**config.mk**
```make
export PLATFORM = sky130hd
export DESIGN_NAME = fsps_sequencer
export DESIGN_NICKNAME = d
export VERILOG_FILES = /design/src/rtl/fsps_pkg.sv /design/src/rtl/fsps_sequencer.sv
export VERILOG_INCLUDE_DIRS = /design/src /design/src/rtl
export SDC_FILE = /design/constraint.sdc
export NUM_CORES = 1
export LEC_CHECK = 0
export BUFFER_PORTS_ARGS = -buffer_cell sky130_fd_sc_hd__clkbuf_2
export CAP_MARGIN = 5
export CORE_ASPECT_RATIO = 1.4
export CORE_MARGIN = 3
export CORE_UTILIZATION = 30
export DETAILED_ROUTE_END_ITERATION = 7
export GPL_TIMING_DRIVEN = 0
export PLACE_DENSITY = 0.44
export SYNTH_ARGS = -nofsm -noshare
export SYNTH_HDL_FRONTEND = slang
export SYNTH_SLANG_ARGS = --single-unit
```
**constraint.sdc**
```tcl
create_clock -name clk -period 3.4 [get_ports clk]
set_input_delay 0.17 -clock clk [delete_from_list [all_inputs] [get_ports clk]]
set_output_delay 0.17 -clock clk [all_outputs]
set_load 0.005 [all_outputs]
```
**src/rtl/fsps_defs.svh**
```systemverilog
// Purpose: constants of the flash self-program sequencer
// Assumes: 16-bit pointer, 32-word pages, 128 pages
// Notes: bit positions refer to the store_program_control byte
`ifndef FSPS_DEFS_SVH
`define FSPS_DEFS_SVH
`define FSPS_CTL_EN 0
`define FSPS_CTL_ERASE 1
`define FSPS_CTL_WRITE 2
`define FSPS_CTL_LOCKSET 3
`define FSPS_CTL_REEN 4
`define FSPS_CTL_BUSY 6
`define FSPS_CTL_IE 7
`define FSPS_CMD_LOAD 5'h01
`define FSPS_CMD_ERASE 5'h03
`define FSPS_CMD_WRITE 5'h05
`define FSPS_CMD_LOCK 5'h09
`define FSPS_CMD_REEN 5'h11
`define FSPS_SPM_WIN 3'h4
`define FSPS_LPM_WIN 3'h3
`define FSPS_Z_LOCK 16'h0001
`define FSPS_Z_FLOW 16'h0000
`define FSPS_Z_FHIGH 16'h0003
`define FSPS_APP_RESET 12'h000
`define FSPS_BOOT_RESET 12'hC00
`define FSPS_RWW_PAGES 7'h60
`define FSPS_BUF_ERASED 16'hFFFF
`endif

```
**src/rtl/fsps_pkg.sv**
```systemverilog
// Purpose: types of the flash self-program sequencer
// Assumes: fsps_defs.svh holds every number
// Notes: none
package fsps_pkg;
  typedef enum logic [1:0] {FSPS_IDLE, FSPS_RUN} fsps_state_t;
  typedef enum logic [1:0] {FSPS_OP_ERASE, FSPS_OP_WRITE, FSPS_OP_LOCK} fsps_op_t;
endpackage

```
**src/rtl/fsps_sequencer.sv**
```systemverilog
// Purpose: flash self-program sequencer (page buffer, erase, write, locks)
// Assumes: CPU strobes and flash done come from the same clock; fuses
//   and lock states arrive from pins and are synchronised
// Notes: programming time is measured by the flash macro via opDone
`include "fsps_defs.svh"
module fsps_sequencer
  import fsps_pkg::*;
#(
  parameter int PAGE_BITS = 7,
  parameter int WORD_BITS = 5
)
(
  input wire logic clk,                         // 10 MHz clock
  input wire logic reset,                       // Synchronous, active high
  input wire logic ctrlWrite,                   // CPU writes control byte
  input wire logic [7:0] ctrlWrData,            // Control byte written
  input wire logic spmStrobe,                   // Store-program instruction
  input wire logic lpmStrobe,                   // Load-program instruction
  input wire logic [15:0] zPtr,                 // Flash address pointer
  input wire logic [7:0] r0,                    // Data pair low
  input wire logic [7:0] r1,                    // Data pair high
  input wire logic [15:0] flashWord,            // Flash word at zPtr[15:1]
  input wire logic eepromWriteActive,           // EEPROM write running
  input wire logic opDone,                      // Flash macro finished op
  input wire logic [WORD_BITS-1:0] bufRdIdx,    // Flash macro reads buffer
  input wire logic [7:0] fuseLowProg,           // Pin: 1 = fuse programmed
  input wire logic [7:0] fuseHighProg,          // Pin: 1 = fuse programmed
  input wire logic bootResetProg,               // Pin: boot reset fuse programmed
  input wire logic [3:0] lockProg,              // Pin: boot locks 5:2 programmed
  output logic [7:0] ctrlRdData,                // Control byte read back
  output logic [7:0] lpmData,                   // Load-program result
  output logic lpmValid,                        // Result pulse
  output logic eraseStart,                      // Pulse: start page erase
  output logic writeStart,                      // Pulse: start page write
  output logic lockStart,                       // Pulse: program lock bits
  output logic [3:0] lockMask,                  // Locks 5:2 to program
  output logic [PAGE_BITS-1:0] opPage,          // Latched target page
  output logic [15:0] bufRdData,                // Buffer word for flash macro
  output logic cpuHalt,                         // Stall the CPU
  output logic rwwBlocked,                      // Concurrent section unreadable
  output logic intReq,                          // Store-program interrupt
  output logic [11:0] resetVector               // Word reset address
);
  localparam int WORDS = 1 << WORD_BITS;

  // ==========================================================
  // State
  typedef struct packed {
    fsps_state_t state;
    fsps_op_t op;
    logic [7:0] ctl;
    logic [2:0] win;
    logic [WORDS-1:0][15:0] buf_w;
    logic bufDirty;
    logic eeDly;
    logic [7:0] flA;
    logic [7:0] fuse_low_byte;
    logic [7:0] fhA;
    logic [7:0] fuse_high_byte;
    logic [4:0] miscA;
    logic [4:0] miscB;
    logic [7:0] lpmData;
    logic lpmValid;
    logic eraseStart;
    logic writeStart;
    logic lockStart;
    logic [3:0] lockMask;
    logic [PAGE_BITS-1:0] opPage;
    logic [15:0] bufRdData;
    logic cpuHalt;
    logic intReq;
    logic [11:0] resetVector;
  } fsps_regs_t;

  fsps_regs_t st_r;
  fsps_regs_t st_nxt;

  logic [4:0] cmd;
  logic spmOk;
  logic lpmSpecial;
  logic [PAGE_BITS-1:0] zPage;
  logic [WORD_BITS-1:0] zWord;
  logic zHalting;

  assign cmd = st_r.ctl[4:0];
  assign zPage = zPtr[WORD_BITS+PAGE_BITS:WORD_BITS+1];
  assign zWord = zPtr[WORD_BITS:1];
  assign zHalting = zPage >= `FSPS_RWW_PAGES;
  // Timed sequence: the instruction counts only inside its window
  assign spmOk = spmStrobe && st_r.state == FSPS_IDLE && st_r.ctl[`FSPS_CTL_EN]
    && st_r.win < `FSPS_SPM_WIN && !eepromWriteActive;
  assign lpmSpecial = lpmStrobe && st_r.state == FSPS_IDLE
    && cmd == `FSPS_CMD_LOCK && st_r.win < `FSPS_LPM_WIN
    && !eepromWriteActive;

  // ==========================================================
  // Next state
  always_comb
  begin
    st_nxt = st_r;
    st_nxt.eraseStart = 1'b0;
    st_nxt.writeStart = 1'b0;
    st_nxt.lockStart = 1'b0;
    st_nxt.lpmValid = 1'b0;
    // Fuses and lock states only enter through synchronisers; no path
    // exists from software to alter them
    st_nxt.flA = fuseLowProg;
    st_nxt.fuse_low_byte = st_r.flA;
    st_nxt.fhA = fuseHighProg;
    st_nxt.fuse_high_byte = st_r.fhA;
    st_nxt.miscA = {bootResetProg, lockProg};
    st_nxt.miscB = st_r.miscA;
    st_nxt.eeDly = eepromWriteActive;
    st_nxt.resetVector = st_r.miscB[4] ? `FSPS_BOOT_RESET : `FSPS_APP_RESET;
    st_nxt.bufRdData = st_r.buf_w[bufRdIdx];
    st_nxt.intReq = st_r.ctl[`FSPS_CTL_IE] && !st_r.ctl[`FSPS_CTL_EN];

    if (st_r.win != 3'h7)
    begin
      st_nxt.win = st_r.win + 3'h1;
    end

    // Window expiry drops a pending command
    if (st_r.state == FSPS_IDLE && st_r.ctl[`FSPS_CTL_EN] && st_r.win >= `FSPS_SPM_WIN)
    begin
      st_nxt.ctl[4:0] = 5'h00;
    end
    if (st_r.state == FSPS_IDLE && st_r.ctl[`FSPS_CTL_LOCKSET]
        && st_r.win >= `FSPS_LPM_WIN && !spmOk)
    begin
      // No load-program in time: a lock read setup lapses
      st_nxt.ctl[4:0] = 5'h00;
    end

    if (ctrlWrite && st_r.state == FSPS_IDLE)
    begin
      st_nxt.ctl[4:0] = ctrlWrData[4:0];
      st_nxt.ctl[`FSPS_CTL_IE] = ctrlWrData[`FSPS_CTL_IE];
      st_nxt.win = 3'h0;
    end

    if (lpmStrobe)
    begin
      st_nxt.lpmValid = 1'b1;
      st_nxt.lpmData = zPtr[0] ? flashWord[15:8] : flashWord[7:0];
      if (lpmSpecial)
      begin
        st_nxt.ctl[4:0] = 5'h00;
        unique case (zPtr)
          `FSPS_Z_LOCK: st_nxt.lpmData = {2'b11, ~st_r.miscB[3:0], 2'b11};
          `FSPS_Z_FLOW: st_nxt.lpmData = ~st_r.fuse_low_byte;
          `FSPS_Z_FHIGH: st_nxt.lpmData = ~st_r.fuse_high_byte;
          default: st_nxt.lpmData = 8'hFF;
        endcase
      end
    end

    unique case (st_r.state)
      FSPS_IDLE:
      begin
        if (spmOk)
        begin
          unique case (cmd)
            `FSPS_CMD_LOAD:
            begin
              st_nxt.buf_w[zWord] = {r1, r0};
              st_nxt.bufDirty = 1'b1;
              st_nxt.ctl[4:0] = 5'h00;
            end
            `FSPS_CMD_ERASE:
            begin
              // Page only; data pair and low pointer bits are ignored
              st_nxt.opPage = zPage;
              st_nxt.op = FSPS_OP_ERASE;
              st_nxt.eraseStart = 1'b1;
              st_nxt.cpuHalt = zHalting;
              st_nxt.ctl[`FSPS_CTL_BUSY] = 1'b1;
              st_nxt.state = FSPS_RUN;
            end
            `FSPS_CMD_WRITE:
            begin
              st_nxt.opPage = zPage;
              st_nxt.op = FSPS_OP_WRITE;
              st_nxt.writeStart = 1'b1;
              st_nxt.cpuHalt = zHalting;
              st_nxt.ctl[`FSPS_CTL_BUSY] = 1'b1;
              st_nxt.state = FSPS_RUN;
            end
            `FSPS_CMD_LOCK:
            begin
              // Pointer ignored; no section blocked or halted
              st_nxt.lockMask = ~r0[5:2];
              st_nxt.op = FSPS_OP_LOCK;
              st_nxt.lockStart = 1'b1;
              st_nxt.state = FSPS_RUN;
            end
            `FSPS_CMD_REEN:
            begin
              st_nxt.ctl[`FSPS_CTL_BUSY] = 1'b0;
              for (int i = 0; i < WORDS; i++)
              begin
                st_nxt.buf_w[i] = `FSPS_BUF_ERASED;
              end
              st_nxt.bufDirty = 1'b0;
              st_nxt.ctl[4:0] = 5'h00;
            end
            default:
            begin
              st_nxt.ctl[4:0] = 5'h00;
            end
          endcase
        end
      end
      FSPS_RUN:
      begin
        // Enable stays set until the macro reports completion
        if (opDone)
        begin
          st_nxt.state = FSPS_IDLE;
          st_nxt.ctl[4:0] = 5'h00;
          st_nxt.cpuHalt = 1'b0;
          if (st_r.op == FSPS_OP_WRITE)
          begin
            for (int i = 0; i < WORDS; i++)
            begin
              st_nxt.buf_w[i] = `FSPS_BUF_ERASED;
            end
            st_nxt.bufDirty = 1'b0;
          end
        end
      end
      default:
      begin
        st_nxt.state = FSPS_IDLE;
      end
    endcase

    // EEPROM write starting mid-load loses everything loaded so far
    if (eepromWriteActive && !st_r.eeDly && st_r.bufDirty && st_r.state == FSPS_IDLE)
    begin
      for (int i = 0; i < WORDS; i++)
      begin
        st_nxt.buf_w[i] = `FSPS_BUF_ERASED;
      end
      st_nxt.bufDirty = 1'b0;
    end
  end

  // ==========================================================
  // Registers
  always_ff @(posedge clk)
  begin
    if (reset)
    begin
      st_r <= '0;
      st_r.state <= FSPS_IDLE;
      st_r.op <= FSPS_OP_ERASE;
      st_r.win <= 3'h7;
      for (int i = 0; i < WORDS; i++)
      begin
        st_r.buf_w[i] <= `FSPS_BUF_ERASED;
      end
      st_r.lockMask <= 4'h0;
      st_r.resetVector <= `FSPS_APP_RESET;
    end
    else
    begin
      st_r <= st_nxt;
    end
  end

  // ==========================================================
  // Outputs
  assign ctrlRdData = {st_r.ctl[7:5], 1'b0, st_r.ctl[3:0]};
  assign lpmData = st_r.lpmData;
  assign lpmValid = st_r.lpmValid;
  assign eraseStart = st_r.eraseStart;
  assign writeStart = st_r.writeStart;
  assign lockStart = st_r.lockStart;
  assign lockMask = st_r.lockMask;
  assign opPage = st_r.opPage;
  assign bufRdData = st_r.bufRdData;
  assign cpuHalt = st_r.cpuHalt;
  assign rwwBlocked = st_r.ctl[`FSPS_CTL_BUSY];
  assign intReq = st_r.intReq;
  assign resetVector = st_r.resetVector;
endmodule

```
==> results.cfg, run 1 <==
[status]
outcome = completed

[timing]
slew_headroom_pct = 21.2
worst_pin_slew_ps = 1180
min_period_over_period_pct = 94.9
hold_violations = 0
fin_crit_ps = 3230
rsz0062_at_grt = no
final.setup_skew_ps = 27.0
timing.hold.ws_ps = 63.7
setup_viol = 0
tns_ps = 0
slew_violations = 0
fmax_mhz = 310

[setup_path]
crit_top_cell = buf_2
critPathTopFamily = simple AND/OR/NAND/NOR gates
r2r-start = ctrlRdData[1]
worstRegToRegCells = 8
cp_num_buf_inv = 3
required_ps = 3900
crit_path_max_fanout = 10
cp_slowest_cell = nor2_1
worstPathArrival_ps = 3720
critPathMaxStageDelay_ps = 830
crit_end = st_r[438]
rrSetupSlack_ps = 170
crit_chain = buf_2, nor4b_4, a21oi_2, nand2b_1, clkbuf_2, nor2_1, buf_2, a21oi_1
r2r-end = st_r[438]
cp.depth = 8
crit_path_start_kind = flop
cp-end-kind = flop
critPathLaunch = ctrlRdData[1]
path_class = reg -> reg

[cells_and_area]
fillers = 8445
most-common-layout-cells = 611 x dfxtp_1, 531 x nor3_1, 530 x a21oi_1
final_common_cell = dfxtp_1
nNetsFinal = 2895
antenna_cells = 0
finalCoreUtilization_pct = 36.2
synthToLayoutAreaGrowth_pct = 18.6
drive_above_1_share_pct = 22.9

[yosys]
avgSynthCellArea_um2 = 10.0
ys_ff_latch = 611
synth_ff_type = dfxtp_1
synth_cells = 2544
seq_area_frac_synth_pct = 48.0
yosysUniqueCellTypes = 59
ys_warn_count = 0
synth-async-reset-ratio_pct = 0
synth.cell_area_mm2 = 0.0255
synth_edf_count = 0

[pwr]
power_density_mw_per_mm2 = 519
finalPower_mw = 15.7
ir_worst_vdd_v = 0.000396
p_leak_nw = 10.4

[floorplan]
core-area_mm2 = 0.0835
die_w_um = 252
ioPinCount = 151
dieArea_mm2 = 0.0885
die_y_um = 351
rows = 125
initial_utilization_pct = 30.5

[min_path]
hold_path_class = in -> reg
min_path_cells = 4

[clock_tree]
clkLatencyLatePin_ps = 650
post_cts_buffers = 0
cts_root_buffer = clkbuf_16
numClockSinks = 611
clockBufferDepth = 3
cts_buffers = 61
cts.clk_slew.worst_paths_ps = 60
htreeDepth = 2
tritoncts = done

[grt]
grt_pass1_vias = 21822
grt_usage_pct = 23.3
grt_pass1_wl_mm = 152
gr-total-overflow = 0
grt_max_degree = 16
antenna_found_initial = 0

[drt]
viasPerCell = 5.55
drt_iter0_markers = 1969
first_pass_iters = 6
postRouteAntennaNets = 0
drc_errors = 0
vias = 21794
avgRoutedWirePerCell_um = 26.8
wirelength_mm = 105

[placed_design]
dpl.hpwl_mm = 75.6
port-buffer-count = 131
place.gp.congestion = 0.918

[flow_run]
maxCapViolations = 0
-- per-stage QoR --
step	setup slack, ps	std cells	cell area, um^2
after floorplan	1480	2555	25500
after global placement	-72.9	3765	27500
after detailed placement	-65.0	3766	27500
after CTS	125	3930	30200
after global routing	53.6	3930	30200
final	175	3930	30200
-- worst min path at each step --
stage,from,slack [ps],to
after floorplan,r0[2],270,lockMask[0]
after global placement,r0[2],380,lockMask[0]
after detailed placement,fuseLowProg[7],390,st_nxt[86]
after CTS,spmStrobe,10,ctrlRdData[3]
after global routing,opDone,90,ctrlRdData[0]
final,opDone,60,ctrlRdData[0]
-- final cells by class --
class,count,area [um^2],area share (%)
Multi-Input combinational cell,1594,11300,37.5
Sequential cell,611,12200,40.5
Buffer,338,1900,6.29
Clock buffer,91,1840,6.09
Clock inverter,20,318,1.05
Tap cell,1079,1350,4.47
Timing Repair Buffer,185,1190,3.94
Inverter,12,45.0,0.149
-- per-layer routing --
metal	GRT usage, %	vias to the layer above	wire, um
li1	-	9732	-
met1	27.2	10790	39900
met2	40.4	994	51600
met3	3.66	278	6630
met4	13.6	0	7020
met5	0	-	0
-- cells by family (layout without fill, tap and decap cells) --
group | after synthesis | after routing | synth area share, %
adders and majority gates | 3 | 3 | 0.147
xor gates and xnor gates | 3 | 3 | 0.103
muxes | 182 | 182 | 13.5
AOI/OAI and AO/OA | 665 | 665 | 15.8
buffers and inverters | 350 | 646 | 7.64
and+or+nand+nor | 729 | 729 | 14.8
other | 1 | 12 | 0.0147
DFF | 611 | 611 | 48.0
-- worst min-delay path, delay by kind of cell --
| kind | cells | cell delay (ps) |
|---|---|---|
| and+or+nand+nor | 3 | 360 |
| buffers and inverters | 1 | 130 |
-- where the power goes --
part | switching, mW | total, mW | internal [mW]
sequential | 0.0275 | 7.24 | 7.21
combinational | 0.741 | 1.07 | 0.330
clock | 3.04 | 7.37 | 4.33
total | 3.81 | 15.7 | 11.9
-- what timing repair did --
action,in CTS,in global routing
setup endpoints to repair,0,1
hold endpoints to repair,69,0
hold buffers,53,0
gates resized for setup,0,1
-- cell usage after synthesis (17+ instances only) --
library cell | number | area share (%)
a211oi_1 | 17 | 0.50
a211oi_4 | 29 | 2.3
a21oi_1 | 530 | 10
buf_2 | 102 | 2.0
buf_4 | 126 | 3.7
clkbuf_1 | 97 | 1.4
dfxtp_1 | 611 | 48
mux2i_1 | 45 | 1.8
mux4_2 | 128 | 11
nand2_1 | 45 | 0.66
nor2_1 | 31 | 0.46
nor2b_1 | 65 | 1.6
nor3_1 | 531 | 10
o21ai_0 | 22 | 0.43
o22ai_1 | 23 | 0.57
-- state kept, by name, indices dropped and copies added (netlist names), 4 cells and up --
signal      flops
lockMask        4
lpmData         8
st_nxt         21
st_r          541
bufRdData      16
ctrlRdData      6
opPage          7
(Power assumes the default switching activity.)
==> run 2: changes to the inputs <==
--- a/config.mk
+++ b/config.mk
@@ -8,12 +8,14 @@
 export LEC_CHECK = 0
 export BUFFER_PORTS_ARGS = -buffer_cell sky130_fd_sc_hd__clkbuf_2
 export CAP_MARGIN = 5
+export CELL_PAD_IN_SITES_DETAIL_PLACEMENT = 1
+export CELL_PAD_IN_SITES_GLOBAL_PLACEMENT = 1
 export CORE_ASPECT_RATIO = 1.4
 export CORE_MARGIN = 3
 export CORE_UTILIZATION = 30
 export DETAILED_ROUTE_END_ITERATION = 7
 export GPL_TIMING_DRIVEN = 0
-export PLACE_DENSITY = 0.44
+export PLACE_DENSITY = 0.53
 export SYNTH_ARGS = -nofsm -noshare
 export SYNTH_HDL_FRONTEND = slang
 export SYNTH_SLANG_ARGS = --single-unit
==> run 2 against run 1 <==
Net effect: flip-flop and latch count stayed put; final cell count is 0.33% higher; the run now ends with setup timing left; via count hardly changed; clock skew is 10 ps higher; setup slack worse by 210 ps; first-iteration DRC count is 37% lower; count of clock-buffer cells in the layout is 10 higher; design area is 0.61% higher; critical endpoint is now bufRdData[6]; sequential power hardly changed; routed wire length is 6.0% higher; largest power group unchanged; sequential share of layout area is 0.24 points lower.
==> results.cfg, run 2 (synthesized netlist as in run 1, its figures left out) <==
[status]
outcome = complete, but fails checks
violations = setup timing

[drt]
drc_errors = 0
vias = 21795
viasPerCell = 5.53
first_pass_iters = 5
avgRoutedWirePerCell_um = 28.3
wirelength_mm = 111
drt_iter0_markers = 1250
postRouteAntennaNets = 0

[timing]
fmax_mhz = 291
slew_violations = 0
tns_ps = -35.0
final.setup_skew_ps = 37.0
min_period_over_period_pct = 101
worst_pin_slew_ps = 1280
setup_viol = 1
slew_headroom_pct = 14.7
fin_crit_ps = 3430
hold_violations = 0
rsz0062_at_grt = no
setup_ws_ps = -35.0

[min_path]
min_path_cells = 5
hold_path_class = in -> reg
hold_path_end = lpmData[6]
hold_start = zPtr[1]

[grt]
grt_max_degree = 14
grt_usage_pct = 24.9
antenna_found_initial = 3
gr-total-overflow = 0
grt_pass1_wl_mm = 161
grt_pass1_vias = 23311

[floorplan]
ioPinCount = 151
die_w_um = 252
core-area_mm2 = 0.0835
dieArea_mm2 = 0.0885
initial_utilization_pct = 30.5
rows = 125
die_y_um = 351

[pwr]
power_density_mw_per_mm2 = 529
ir_worst_vdd_v = 0.000297
finalPower_mw = 16.1
p_leak_nw = 10.5

[placed_design]
dpl.hpwl_mm = 82.2
port-buffer-count = 131
place.gp.congestion = 0.896
dp_cells = 3765
place_ws_ps = -559

[cells_and_area]
regMostFlops = st_r
most-common-layout-cells = 611 x dfxtp_1, 530 x nor3_1, 530 x a21oi_1
drive_above_1_share_pct = 23.2
synthToLayoutAreaGrowth_pct = 19.4
largest_register_ffs = 541
nNetsFinal = 2902
final_common_cell = dfxtp_1
stdcell_count = 3943

[setup_path]
worstPathArrival_ps = 3860
crit_path_max_fanout = 10
r2r-start = ctrlRdData[1]
cp-end-kind = flop
worstRegToRegCells = 9
critPathLaunch = bufRdIdx[2]
required_ps = 3820
crit_path_start_kind = primary input
r2r-end = st_r[410]
path_class = in -> reg
rrSetupSlack_ps = 230

[clock_tree]
numClockSinks = 611
cts_root_buffer = clkbuf_16
post_cts_buffers = 0
clkLatencyLatePin_ps = 650
clockBufferDepth = 3
cts.clk_slew.worst_paths_ps = 60
tritoncts = done
htreeDepth = 3
cts_buffers = 69

[flow_run]
maxCapViolations = 0
==> run 2: cell count changes in the layout (fill, tap and decap cells not counted), sizes merged <==
cell	before	now
clkbuf	320	330
bufinv	8	4
inv	12	15
diode	0	3
clkinv	11	14
clkinvlp	1	0
buf	241	240
==> run 2: where the power goes <==
group / internal [mW] / switching (mW) / leakage, nW
logic: 0.330 / 0.753 / 4.34
clock network: 4.58 / 3.19 / 1.16
registers: 7.21 / 0.0272 / 4.96
total: 12.1 / 3.97 / 10.5
==> run 2: how the worst max path moves through the flow <==
stage                               to  slack, ps  cells after the start
final                     bufRdData[6]        -30                      7
after global routing           cpuHalt         50                      8
after CTS                      cpuHalt         90                      8
after detailed placement  bufRdData[6]       -560                      7
after global placement    bufRdData[6]       -590                      7
after floorplan              st_r[231]       1480                     10
==> run 2: metrics by stage <==
stage	area, um^2	utilization (%)	hold slack, ps
finish	30400	36.4	36.8
floorplan	25500	-	266
global placement	27500	32.9	390
CTS	30400	36.4	2.31
detailed placement	27500	32.9	389
global route	30400	36.4	69.7
==> run 2: cell type report <==
class	instances	area, um^2
clock inverter	21	245
multi-input combinational	1594	11300
buffer	338	1900
timing repair buffer	184	1190
sequential	611	12200
antenna	3	7.51
inverter	12	45.0
fill	9495	53100
tap	1079	1350
clock buffer	101	2090
==> run 2: critical path, cell delays in order <==
cell and delay [ps]:
clkbuf_1 280, buf_2 440, buf_1 990, or2_2 250
clkbuf_1 430, o22ai_1 380, nor4_1 900
==> run 2: per-layer routing <==
layer  global-route usage (%)  vias up  share of wire [%]
met5                        0        -                  0
met4                     15.2        0                6.8
met3                     3.90      243                4.5
met2                     44.6      639                 50
met1                     27.7    11145                 38
li1                         -     9768                  -
==> run 2: what timing repair did <==
action,4_1_cts,5_1_grt
gates resized for setup,0,1
hold buffers,53,0
hold endpoints to repair,72,0
endpoints found under the setup margin,0,1
